<file path="config.mk">
export PLATFORM = sky130hd
export DESIGN_NAME = pi_loop_controller
export DESIGN_NICKNAME = d
export VERILOG_FILES = /design/src/rtl/pi_pkg.sv /design/src/rtl/divide_seq.sv /design/src/rtl/pi_loop_controller.sv
export SDC_FILE = /design/constraint.sdc
export NUM_CORES = 2
export LEC_CHECK = 0
export ABC_AREA = 1
export BUFFER_PORTS_ARGS = -buffer_cell sky130_fd_sc_hd__buf_2
export CORE_UTILIZATION = 52
export DETAILED_ROUTE_END_ITERATION = 8
export PLACE_DENSITY_LB_ADDON = 0.2
export SYNTH_ARGS = -nofsm -noshare
export SYNTH_HDL_FRONTEND = slang
export SYNTH_SLANG_ARGS = --single-unit
</file>
<file path="constraint.sdc">
create_clock -name sys_clk -period 47.8 [get_ports sys_clk]
set_input_delay 9.56 -clock sys_clk [delete_from_list [all_inputs] [get_ports sys_clk]]
set_output_delay 9.56 -clock sys_clk [all_outputs]
set_load 0.1 [all_outputs]
</file>
<file path="src/rtl/pi_pkg.sv">
// Purpose: shared constants and types for the pi loop controller
// Assumes: 125 MHz system clock, values in the relay's internal units
// Notes: gain in hundredths, integral time in whole seconds
package pi_pkg;
  // clock and sampling
  localparam int CLK_KHZ = 125000;
  localparam int SAMPLE_MS = 500;
  localparam int SAMPLE_CYCLES = SAMPLE_MS * CLK_KHZ;
  // integral divisor factor: 100 (gain hundredths) * 1000 ms / ts ms
  localparam int TS_DEN = 100 * 1000 / SAMPLE_MS;
  // value ranges
  localparam int OUT_MAX = 1000;
  localparam int LIM_MIN = -10000;
  localparam int LIM_MAX = 20000;
  localparam int GAIN_MAX = 9999;
  localparam int SCALE_MAX = 1000;
  localparam int SHIFT_MAX = 10000;
  localparam int MIN_MAX = 99;
  localparam int SEC_MAX = 59;
  localparam int SEC_PER_MIN = 60;
  localparam int HUNDRED = 100;
  // fixed point fraction bits of the integral sum
  localparam int FRAC = 16;
  localparam int ACC_FULL = OUT_MAX * (2 ** FRAC);
  // divider widths
  localparam int DIV_NW = 48;
  localparam int DIV_DW = 21;

  // controller state, one-hot
  typedef enum logic [3:0] {
    ST_MANUAL = 4'b0001,
    ST_WAIT = 4'b0010,
    ST_DIV = 4'b0100,
    ST_APPLY = 4'b1000
  } ctrl_state_t;

  // tuning set taken at the start of automatic operation
  typedef struct packed {
    logic [13:0] gain;
    logic [12:0] ti_s;
    logic dir_down;
  } tuning_t;

  // application presets, selector 0 means user values
  function automatic tuning_t preset_tuning(input logic [2:0] sel);
    tuning_t t;
    t = '{gain: 14'h0000, ti_s: 13'h0001, dir_down: 1'b0};
    case (sel)
      3'h1: t = '{gain: 14'h0032, ti_s: 13'h001e, dir_down: 1'b0};
      3'h2: t = '{gain: 14'h0064, ti_s: 13'h0078, dir_down: 1'b0};
      3'h3: t = '{gain: 14'h012c, ti_s: 13'h0005, dir_down: 1'b0};
      3'h4: t = '{gain: 14'h0078, ti_s: 13'h000c, dir_down: 1'b0};
      3'h5: t = '{gain: 14'h0064, ti_s: 13'h0001, dir_down: 1'b0};
      3'h6: t = '{gain: 14'h0046, ti_s: 13'h0014, dir_down: 1'b0};
      default: t = '{gain: 14'h0000, ti_s: 13'h0001, dir_down: 1'b0};
    endcase
    return t;
  endfunction

  // signed saturation to [lo, hi]
  function automatic logic signed [48:0] sat(input logic signed [48:0] v,
                                            input int lo, input int hi);
    logic signed [48:0] r;
    r = v;
    if (v > 49'(signed'(hi))) r = 49'(signed'(hi));
    if (v < 49'(signed'(lo))) r = 49'(signed'(lo));
    return r;
  endfunction
endpackage

</file>
<file path="src/rtl/divide_seq.sv">
// Purpose: unsigned restoring divider, one quotient bit per clock
// Assumes: den is never zero while a division runs
// Notes: start while busy is ignored; done pulses once per division
`timescale 1ns/1ns
module divide_seq #(
  parameter int NW = 48,
  parameter int DW = 21
) (
  input wire logic sys_clk,
  input wire logic rst,
  input wire logic start,
  input wire logic [NW-1:0] num,
  input wire logic [DW-1:0] den,
  output logic done,
  output logic [NW-1:0] quo
);
  localparam int CW = $clog2(NW + 1);
  logic [DW-1:0] rem_r, rem_nxt; // partial remainder
  logic [NW-1:0] q_r, q_nxt; // dividend shifting into quotient
  logic [DW-1:0] d_r, d_nxt; // held divisor
  logic [CW-1:0] cnt_r, cnt_nxt; // bits still to produce
  logic busy_r, busy_nxt;
  logic done_r, done_nxt;
  logic [DW:0] shifted; // remainder with next dividend bit

  if (NW < 2 || DW < 2) begin : g_chk
    $error("divider widths too small");
  end

  ////////////////////////////////////////////////////////////////////
  // next state: load on start, then shift and subtract
  always_comb begin
    rem_nxt = rem_r;
    q_nxt = q_r;
    d_nxt = d_r;
    cnt_nxt = cnt_r;
    busy_nxt = busy_r;
    done_nxt = 1'b0;
    shifted = {rem_r, q_r[NW-1]};
    if (busy_r) begin
      // compare trial remainder against divisor
      if (shifted >= {1'b0, d_r}) begin
        rem_nxt = DW'(shifted - {1'b0, d_r});
        q_nxt = {q_r[NW-2:0], 1'b1};
      end else begin
        rem_nxt = shifted[DW-1:0];
        q_nxt = {q_r[NW-2:0], 1'b0};
      end
      cnt_nxt = CW'(cnt_r - 1'b1);
      // last bit done
      if (cnt_r == CW'(1)) begin
        busy_nxt = 1'b0;
        done_nxt = 1'b1;
      end
    end else if (start) begin
      rem_nxt = '0;
      q_nxt = num;
      d_nxt = den;
      cnt_nxt = CW'(NW);
      busy_nxt = 1'b1;
    end
  end

  // registers only
  always_ff @(posedge sys_clk or posedge rst) begin
    if (rst) begin
      rem_r <= '0;
      q_r <= '0;
      d_r <= '0;
      cnt_r <= '0;
      busy_r <= 1'b0;
      done_r <= 1'b0;
    end else begin
      rem_r <= rem_nxt;
      q_r <= q_nxt;
      d_r <= d_nxt;
      cnt_r <= cnt_nxt;
      busy_r <= busy_nxt;
      done_r <= done_nxt;
    end
  end

  assign done = done_r;
  assign quo = q_r;
endmodule

</file>
<file path="src/rtl/pi_loop_controller.sv">
// Purpose: proportional-integral loop controller with manual mode
// Assumes: all inputs synchronous to sys_clk, settings held static
// Notes: output updates once per sample in automatic mode
// Operation
// RL1 - auto_manual_select high is automatic, low manual
// RL2 - manual mode outputs manual value, no regulation
// RL3 - automatic start loads integral sum from manual
// RL4 - scaled reading is reading times gain plus shift
// RL5 - zero error keeps output unchanged
// RL6 - upwards: high reading lowers, low reading raises
// RL7 - downwards: high reading raises, low reading lowers
// RL8 - scaled reading clamped between floor and ceiling
// RL9 - hold_clear forces zero, overrides mode input
// RL10 - manual value limited to 0 through 1000
// RL11 - output always saturated to 0 through 1000
// RL12 - floor and ceiling limited to -10000..20000
// RL13 - setpoint limited to -10000..20000
// RL14 - gain held as hundredths, 0 to 99.99
// RL15 - integral time minutes and seconds, 1s..99:59
// RL16 - direction frozen while automatic operation runs
// RL17 - decimal places only for display, not arithmetic
// RL18 - presets load gain, time and direction together
// RL19 - one calculation every 500 ms sample
// RL20 - error is setpoint minus scaled reading
// RL21 - proportional part is gain times current error
// RL22 - integral adds gain times ts/ti times error
// RL23 - output is sum, error inverted when downwards
// RL24 - integral sum limited to output range
`timescale 1ns/1ns
module pi_loop_controller
  import pi_pkg::*;
#(
  parameter int SAMPLE_CYCLES = pi_pkg::SAMPLE_CYCLES
) (
  input wire logic sys_clk,
  input wire logic rst,
  input wire logic auto_manual_select,
  input wire logic hold_clear,
  input wire logic signed [15:0] process_reading,
  input wire logic signed [15:0] scale_factor,
  input wire logic signed [15:0] zero_shift,
  input wire logic signed [15:0] reading_floor,
  input wire logic signed [15:0] reading_ceiling,
  input wire logic signed [15:0] target_setpoint,
  input wire logic [10:0] manual_output_value,
  input wire logic [13:0] proportional_gain,
  input wire logic [6:0] integral_minutes,
  input wire logic [5:0] integral_seconds,
  input wire logic action_downwards,
  input wire logic [2:0] preset_select,
  input wire logic [1:0] decimal_places,
  output logic [10:0] analog_output,
  output logic signed [15:0] scaled_reading,
  output logic [1:0] display_decimals,
  output logic regulating
);
  import pi_pkg::*;
  localparam int CW = $clog2(SAMPLE_CYCLES);

  if (SAMPLE_CYCLES < DIV_NW + 8) begin : g_chk
    $error("sample interval shorter than one calculation");
  end

  ////////////////////////////////////////////////////////////////////
  // settings: range limits and tuning selection
  logic [10:0] man_lim; // limited manual value
  logic signed [15:0] floor_eff, ceil_eff, sp_eff;
  logic signed [15:0] scale_eff, shift_eff;
  logic [6:0] min_eff;
  logic [5:0] sec_eff;
  logic [12:0] ti_sum;
  tuning_t tune_sel; // tuning that would be taken now

  always_comb begin
    // manual value 0..1000
    man_lim = (manual_output_value > 11'(OUT_MAX)) ? 11'(OUT_MAX)
            : manual_output_value; // RL10
    floor_eff = 16'(sat(49'(reading_floor), LIM_MIN, LIM_MAX)); // RL12
    ceil_eff = 16'(sat(49'(reading_ceiling), LIM_MIN, LIM_MAX)); // RL12
    sp_eff = 16'(sat(49'(target_setpoint), LIM_MIN, LIM_MAX)); // RL13
    scale_eff = 16'(sat(49'(scale_factor), -SCALE_MAX, SCALE_MAX));
    shift_eff = 16'(sat(49'(zero_shift), -SHIFT_MAX, SHIFT_MAX));
    // time as minutes and seconds, at least one second
    min_eff = (integral_minutes > 7'(MIN_MAX)) ? 7'(MIN_MAX) : integral_minutes;
    sec_eff = (integral_seconds > 6'(SEC_MAX)) ? 6'(SEC_MAX) : integral_seconds;
    ti_sum = 13'(min_eff * SEC_PER_MIN) + 13'(sec_eff); // RL15
    if (ti_sum == 13'h0000) ti_sum = 13'h0001; // RL15
    // user values or a preset as one set
    if (preset_select != 3'h0) begin
      tune_sel = preset_tuning(preset_select); // RL18
    end else begin
      tune_sel.gain = (proportional_gain > 14'(GAIN_MAX)) ? 14'(GAIN_MAX)
                    : proportional_gain; // RL14
      tune_sel.ti_s = ti_sum;
      tune_sel.dir_down = action_downwards;
    end
  end

  ////////////////////////////////////////////////////////////////////
  // scaled reading, recomputed every cycle
  logic signed [15:0] scaled_r, scaled_nxt;
  logic signed [48:0] sc_prod; // reading times gain in hundredths
  logic signed [48:0] sc_raw;
  logic [1:0] dec_r, dec_nxt; // display only

  always_comb begin
    sc_prod = 49'(process_reading) * 49'(scale_eff);
    sc_raw = sc_prod / 49'(HUNDRED) + 49'(shift_eff); // RL4
    // ceiling first, floor wins if settings cross
    if (sc_raw > 49'(ceil_eff)) sc_raw = 49'(ceil_eff); // RL8
    if (sc_raw < 49'(floor_eff)) sc_raw = 49'(floor_eff); // RL8
    scaled_nxt = sc_raw[15:0];
    dec_nxt = decimal_places; // RL17
  end

  // registers only
  always_ff @(posedge sys_clk or posedge rst) begin
    if (rst) begin
      scaled_r <= 16'sh0000;
      dec_r <= 2'h0;
    end else begin
      scaled_r <= scaled_nxt;
      dec_r <= dec_nxt;
    end
  end

  ////////////////////////////////////////////////////////////////////
  // loop error and the divider for the integral step
  logic signed [17:0] err, e_dir; // error and direction-adjusted error
  logic signed [48:0] gprod; // gain times error, fraction bits added
  logic [DIV_NW-1:0] div_num;
  logic [DIV_DW-1:0] div_den;
  logic [DIV_NW-1:0] div_quo;
  logic div_done;
  logic tick; // sample instant
  tuning_t tune_r, tune_nxt; // frozen during automatic run

  always_comb begin
    err = 18'(sp_eff) - 18'(scaled_r); // RL20
    e_dir = tune_r.dir_down ? -err : err; // RL23
    gprod = (49'(e_dir) * 49'(tune_r.gain)) <<< FRAC;
    div_num = gprod[48] ? DIV_NW'(-gprod) : DIV_NW'(gprod); // RL22
    div_den = DIV_DW'(tune_r.ti_s * TS_DEN); // RL22
  end

  divide_seq #(.NW(DIV_NW), .DW(DIV_DW)) u_div (
    .sys_clk(sys_clk),
    .rst(rst),
    .start(tick),
    .num(div_num),
    .den(div_den),
    .done(div_done),
    .quo(div_quo)
  );

  ////////////////////////////////////////////////////////////////////
  // sequencing, integral sum and output
  ctrl_state_t state_r, state_nxt;
  logic [CW-1:0] cnt_r, cnt_nxt; // sample timer
  logic signed [31:0] acc_r, acc_nxt; // integral sum, FRAC bits
  logic signed [48:0] p_r, p_nxt; // proportional part
  logic signed [17:0] e_r, e_nxt; // sampled error
  logic neg_r, neg_nxt; // sign of integral step
  logic [10:0] out_r, out_nxt;
  logic regulating_r, regulating_nxt; // mode flag kept in a flop for the pin
  logic signed [48:0] inc, acc_sum, out_sum;

  always_comb begin
    state_nxt = state_r;
    cnt_nxt = cnt_r;
    tune_nxt = tune_r;
    acc_nxt = acc_r;
    p_nxt = p_r;
    e_nxt = e_r;
    neg_nxt = neg_r;
    out_nxt = out_r;
    tick = 1'b0;
    inc = neg_r ? -49'(div_quo) : 49'(div_quo);
    acc_sum = sat(49'(acc_r) + inc, 0, ACC_FULL); // RL24
    out_sum = sat((p_r + acc_sum) >>> FRAC, 0, OUT_MAX); // RL11
    if (hold_clear) begin
      // forced zero, mode input ignored
      out_nxt = 11'h000; // RL9
      state_nxt = ST_MANUAL; // RL9
      tune_nxt = tune_sel;
    end else if (!auto_manual_select) begin
      // manual: fixed value, tuning may change
      out_nxt = man_lim; // RL2
      state_nxt = ST_MANUAL; // RL1
      tune_nxt = tune_sel;
    end else begin
      unique case (state_r)
        ST_MANUAL: begin
          // bumpless start from the manual value
          acc_nxt = 32'(man_lim) <<< FRAC; // RL3
          cnt_nxt = '0;
          state_nxt = ST_WAIT; // RL1
        end
        ST_WAIT: begin
          if (cnt_r == CW'(SAMPLE_CYCLES - 1)) begin
            cnt_nxt = '0;
            tick = 1'b1; // RL19
            e_nxt = e_dir;
            neg_nxt = gprod[48];
            p_nxt = gprod / 49'(HUNDRED); // RL21
            state_nxt = ST_DIV;
          end else begin
            cnt_nxt = CW'(cnt_r + 1'b1);
          end
        end
        ST_DIV: begin
          // timer keeps running so the interval stays fixed
          cnt_nxt = CW'(cnt_r + 1'b1);
          if (div_done) state_nxt = ST_APPLY;
        end
        ST_APPLY: begin
          cnt_nxt = CW'(cnt_r + 1'b1);
          state_nxt = ST_WAIT;
          // zero error: leave output and sum alone
          if (e_r != 18'sh00000) begin // RL5
            acc_nxt = acc_sum[31:0]; // RL22
            out_nxt = out_sum[10:0]; // RL6 RL7 RL23
          end
        end
      endcase
    end
    // flag follows the state register it shadows
    regulating_nxt = (state_nxt != ST_MANUAL); // RL1
  end

  // registers only
  always_ff @(posedge sys_clk or posedge rst) begin
    if (rst) begin
      state_r <= ST_MANUAL;
      cnt_r <= '0;
      tune_r <= '{gain: 14'h0000, ti_s: 13'h0001, dir_down: 1'b0};
      acc_r <= 32'sh00000000;
      p_r <= '0;
      e_r <= 18'sh00000;
      neg_r <= 1'b0;
      out_r <= 11'h000;
      regulating_r <= 1'b0;
    end else begin
      state_r <= state_nxt;
      cnt_r <= cnt_nxt;
      tune_r <= tune_nxt; // RL16
      acc_r <= acc_nxt;
      p_r <= p_nxt;
      e_r <= e_nxt;
      neg_r <= neg_nxt;
      out_r <= out_nxt;
      regulating_r <= regulating_nxt;
    end
  end

  assign analog_output = out_r;
  assign scaled_reading = scaled_r;
  assign display_decimals = dec_r;
  assign regulating = regulating_r;
endmodule

</file>
==> results_tabular.tex <==
\begin{tabular}{lr}
\hline
Metric & Value \\
\hline
\multicolumn{2}{l}{\textbf{Run status}} \\
\quad Result of the run & finished with violations \\
\quad Violated checks & design-rule violations \\
\multicolumn{2}{l}{\textbf{Clock tree}} \\
\quad Num CTS Buffers & 39 \\
\quad Deepest level of the CTS H-tree & 2 \\
\quad Clk Latency, worst-skew pair & 0.61 ns \\
\quad Cell at the root of the clock tree & clkbuf\_16 \\
\quad CTS tree & done \\
\quad \# clock sinks & 283 \\
\quad Clock input transition at the sequential cells of the worst setup and hold paths & 0.06 ns \\
\quad Maximum count of clock buffers along a single path & 3 \\
\multicolumn{2}{l}{\textbf{Finish}} \\
\quad Share of cells above drive strength 1 & 14.97\% \\
\quad Finished Core Util & 57.59\% \\
\quad Filler Cells Inserted & 11,710 \\
\quad Count of nets after finishing & 10,590 \\
\quad Leading cell type in the layout, fill and taps excluded & nand2\_1 \\
\quad Commonest cells after routing, fill and taps aside & nand2\_1 (1,885), inv\_1 (1,648), nor2\_1 (787) \\
\quad Synth-to-layout area growth & 9.359\% \\
\multicolumn{2}{l}{\textbf{Logic synthesis}} \\
\quad Post-Synthesis Cells & 9,119 \\
\quad EDFF count, synth & 0 \\
\quad Adder-cell share of the synthesized area & 27.08\% \\
\quad Simple logic cell fraction of the synthesized area & 33.51\% \\
\quad Total number of yosys warnings & 0 \\
\quad Main combinational cell family by area after synthesis & simple AND/OR/NAND/NOR gates \\
\quad Async set-or-reset flop fraction in the synthesized netlist & 100.0\% \\
\quad Synth Area in Compound Gates & 10.17\% \\
\quad Prevailing post-synth register cell & dfrtp\_1 \\
\quad XOR/XNOR Fraction of Synth Area & 6.004\% \\
\quad Synthesis-stage register bit count & 283 \\
\quad Portion of netlist area occupied by mux cells & 0\% \\
\quad Sequential cell area fraction in the yosys report & 11.17\% \\
\quad Synthesized cell area & 63,430 um2 \\
\quad Distinct cells, synth & 92 \\
\quad Mean post-synth cell area & 6.956 um2 \\
\multicolumn{2}{l}{\textbf{Routing}} \\
\quad Detailed-route wire length & 178,200 um \\
\quad Vias per std cell & 5.401 \\
\quad Remaining number of nets flagged by the antenna check after routing & 0 \\
\quad Via count & 59,590 \\
\quad Number of DRC violations after detailed-routing iteration 0 & 3,898 \\
\quad Number of design rule violations left after detail routing & 1 \\
\quad First drt pass iteration count & 9 \\
\quad Mean routed wirelength per cell & 16.15 um \\
\multicolumn{2}{l}{\textbf{Critical path}} \\
\quad Reg-to-reg slack, setup & 12.42 ns \\
\quad Worst Reg2Reg Path Length in Cells & 261 \\
\quad CP max stage delay & 0.53 ns \\
\quad R2r startpoint & scaled\_reading[0] \\
\quad Required time at the endpoint of the critical path & 48.30 ns \\
\quad Critical path destination & p\_r[38] \\
\quad Biggest fanout along the worst timing path & 12 \\
\quad Critical path data arrival time & 45.75 ns \\
\quad Launching instance or port of the critical path & target\_setpoint[4] \\
\quad Critical path launch point type & input pin \\
\quad Critical Path End Type & register \\
\quad Setup Crit Path Kind & in2reg \\
\quad Library cell appearing most often on the critical path & nand2\_4 \\
\quad Critical register-to-register path endpoint & p\_r[38] \\
\quad Highest-delay cell along the critical path & fa\_1 \\
\multicolumn{2}{l}{\textbf{Global route}} \\
\quad Overall overflow remaining after global route & 0 \\
\quad Via count of the first global-routing pass & 57,730 \\
\quad First-pass GRT wire length & 290,900 um \\
\quad Initial antenna violation count & 1 \\
\quad Total routing resource utilization after global routing & 28.90\% \\
\quad Pin count of the biggest net entering global routing & 169 \\
\multicolumn{2}{l}{\textbf{Hold path}} \\
\quad Classification of the worst-slack hold path & reg2reg \\
\multicolumn{2}{l}{\textbf{Timing}} \\
\quad Least-Margin Pin Slew & 1.197 ns \\
\quad Tmin final & 45.25 ns \\
\quad Min setup slack post-route & 2.545 ns \\
\quad Tcrit/Tclk final & 94.68\% \\
\quad Finish-stage setup viols & 0 \\
\quad Max frequency & 0.02210 GHz \\
\quad Setup skew after layout & 0.03741 ns \\
\quad Rel. slew slack & 19.92\% \\
\quad Number of failing hold endpoints at the final stage & 0 \\
\quad Number of pins with negative max-slew slack in the final report & 0 \\
\multicolumn{2}{l}{\textbf{Floorplanning}} \\
\quad FP Rows & 127 \\
\quad Initial core utilization & 52.66\% \\
\quad Count of boundary I/O pins & 174 \\
\quad Die Span X & 351.3 um \\
\quad Die footprint & 123,400 um2 \\
\quad Vertical extent of the die & 351.3 um \\
\quad Core Area & 120,400 um2 \\
\multicolumn{2}{l}{\textbf{Placement}} \\
\quad Placed wire-length estimate & 146,500 um \\
\quad Last weighted congestion value of the routability-driven placer & 0.9739 \\
\quad Number of buffers inserted by port buffering & 173 \\
\quad Post-Place Worst Slack & -0.5673 ns \\
\multicolumn{2}{l}{\textbf{Flow run}} \\
\quad Max Cap Violations & 0 \\
\hline
\end{tabular}
flip-flops by register name (all words and copies together) (netlist names), 2 cells and up:
name / flops
acc_r: 32
cnt_r: 26
u_div.rem_r: 21
tune_r: 28
scaled_reading: 16
p_r: 49
state_r: 4
u_div.quo: 48
analog_output: 11
u_div.cnt_r: 6
display_decimals: 2
u_div.d_r: 18
e_r: 18
worst min path at each step:
stage	startpoint	to	slack (ns)	cells after the start
floorplan	u_div.cnt_r[5]	u_div.done	0.44	1
global placement	u_div.cnt_r[5]	u_div.cnt_r[5]	0.46	1
detailed placement	u_div.cnt_r[5]	u_div.cnt_r[5]	0.47	1
CTS	u_div.d_r[3]	u_div.d_r[3]	0.48	2
global route	analog_output[9]	analog_output[9]	0.50	1
finish	u_div.d_r[3]	u_div.d_r[3]	0.48	2
logic make-up (layout without fill, tap and decap cells):
| kind of cell | Yosys count | count (layout) |
|---|---|---|
| buf+inv | 1946 | 2224 |
| compound gates | 1109 | 1109 |
| simple gates | 4293 | 4295 |
| fa+ha+maj | 1056 | 1056 |
| xor+xnor | 431 | 431 |
| flops | 283 | 283 |
| other cells | 1 | 23 |
critical path, delay by kind of cell:
| kind | cells | cell delay [ns] |
|---|---|---|
| AND/OR/NAND/NOR | 198 | 22.69 |
| adder cells (fa/ha/maj) | 20 | 6.32 |
| AO/OA/AOI/OAI | 20 | 3.64 |
| buffers and inverters | 25 | 2.66 |
| XOR/XNOR | 4 | 0.84 |
per-stage QoR:
stage | std cells | hold WS (ns) | cell area, um2 | TNS (ns)
final | 11030 | 0.4797 | 69370 | 0
after global placement | 10860 | 0.4628 | 66280 | 0
after CTS | 10930 | 0.4840 | 67600 | 0
after floorplan | 9140 | 0.4417 | 63510 | 0
after detailed placement | 10860 | 0.4666 | 66280 | -4.953
after global routing | 11030 | 0.4999 | 69370 | -5.636
metal layers:
layer	global-route usage, %	part of all wire, %	vias up
li1	-	-	29390
met1	37.33	43	28380
met2	51.15	49	1529
met3	2.702	5.0	287
met4	8.048	3.0	0
met5	0	0	-
layout make-up:
class	count	area, um2	share of cell area (%)
multi-input cells	6913	49690	71.63
repair buffers	371	2437	3.514
inverters	1780	6808	9.814
well taps	1612	2017	2.908
clock inverters	19	221.5	0.3193
flip-flops and latches	283	7084	10.21
repair inverters	3	20.02	0.02886
diodes	1	2.502	0.003607
clock buffers	51	1092	1.575
synth_stat cells, types with 9 or more instances:
cell / n / area (um2)
nor2_1: 815 / 3059
nor2_2: 59 / 369.1
clkbuf_1: 127 / 476.7
fa_1: 528 / 10570
nor3_1: 139 / 695.7
nand3_2: 59 / 590.6
nand4_2: 17 / 212.7
nand2_1: 1909 / 7166
a22oi_1: 11 / 82.58
o31ai_1: 30 / 225.2
o221ai_1: 37 / 324.1
o21ai_2: 18 / 157.7
nand2_8: 11 / 220.2
nand3_1: 450 / 2252
a31oi_1: 29 / 181.4
inv_2: 64 / 240.2
clkinv_1: 37 / 138.9
nand4_1: 194 / 1214
and2_1: 9 / 56.30
xor2_1: 334 / 2925
nor2_4: 39 / 439.2
nand3_4: 27 / 473.0
xnor2_1: 94 / 823.3
ha_1: 528 / 6606
a21oi_1: 367 / 1837
o21ai_0: 359 / 1797
inv_1: 1665 / 6250
nand3b_1: 21 / 157.7
nand2_4: 163 / 1836
dfrtp_1: 281 / 7032
o21a_1: 16 / 120.1
o21ai_1: 66 / 330.3
or2_2: 24 / 150.1
nor4_1: 41 / 256.5
o22ai_1: 29 / 181.4
clkbuf_8: 10 / 137.6
o311ai_0: 10 / 87.58
o211ai_1: 21 / 157.7
o21bai_1: 31 / 232.7
a211oi_1: 21 / 157.7
nand2_2: 284 / 1777
buf_1: 9 / 33.78
buf_6: 9 / 101.4
repair_timing:
action                                  4_1_cts  5_1_grt
hold buffers                                  0        0
resized for setup                             2      224
endpoints found under the setup margin        4       65
gates cloned                                  0        5
pin swaps                                     0       65
buffers inserted                              0      100
Power is not shown: default switching activity piles up to over one toggle a cycle in this logic, so the estimate is an artifact.
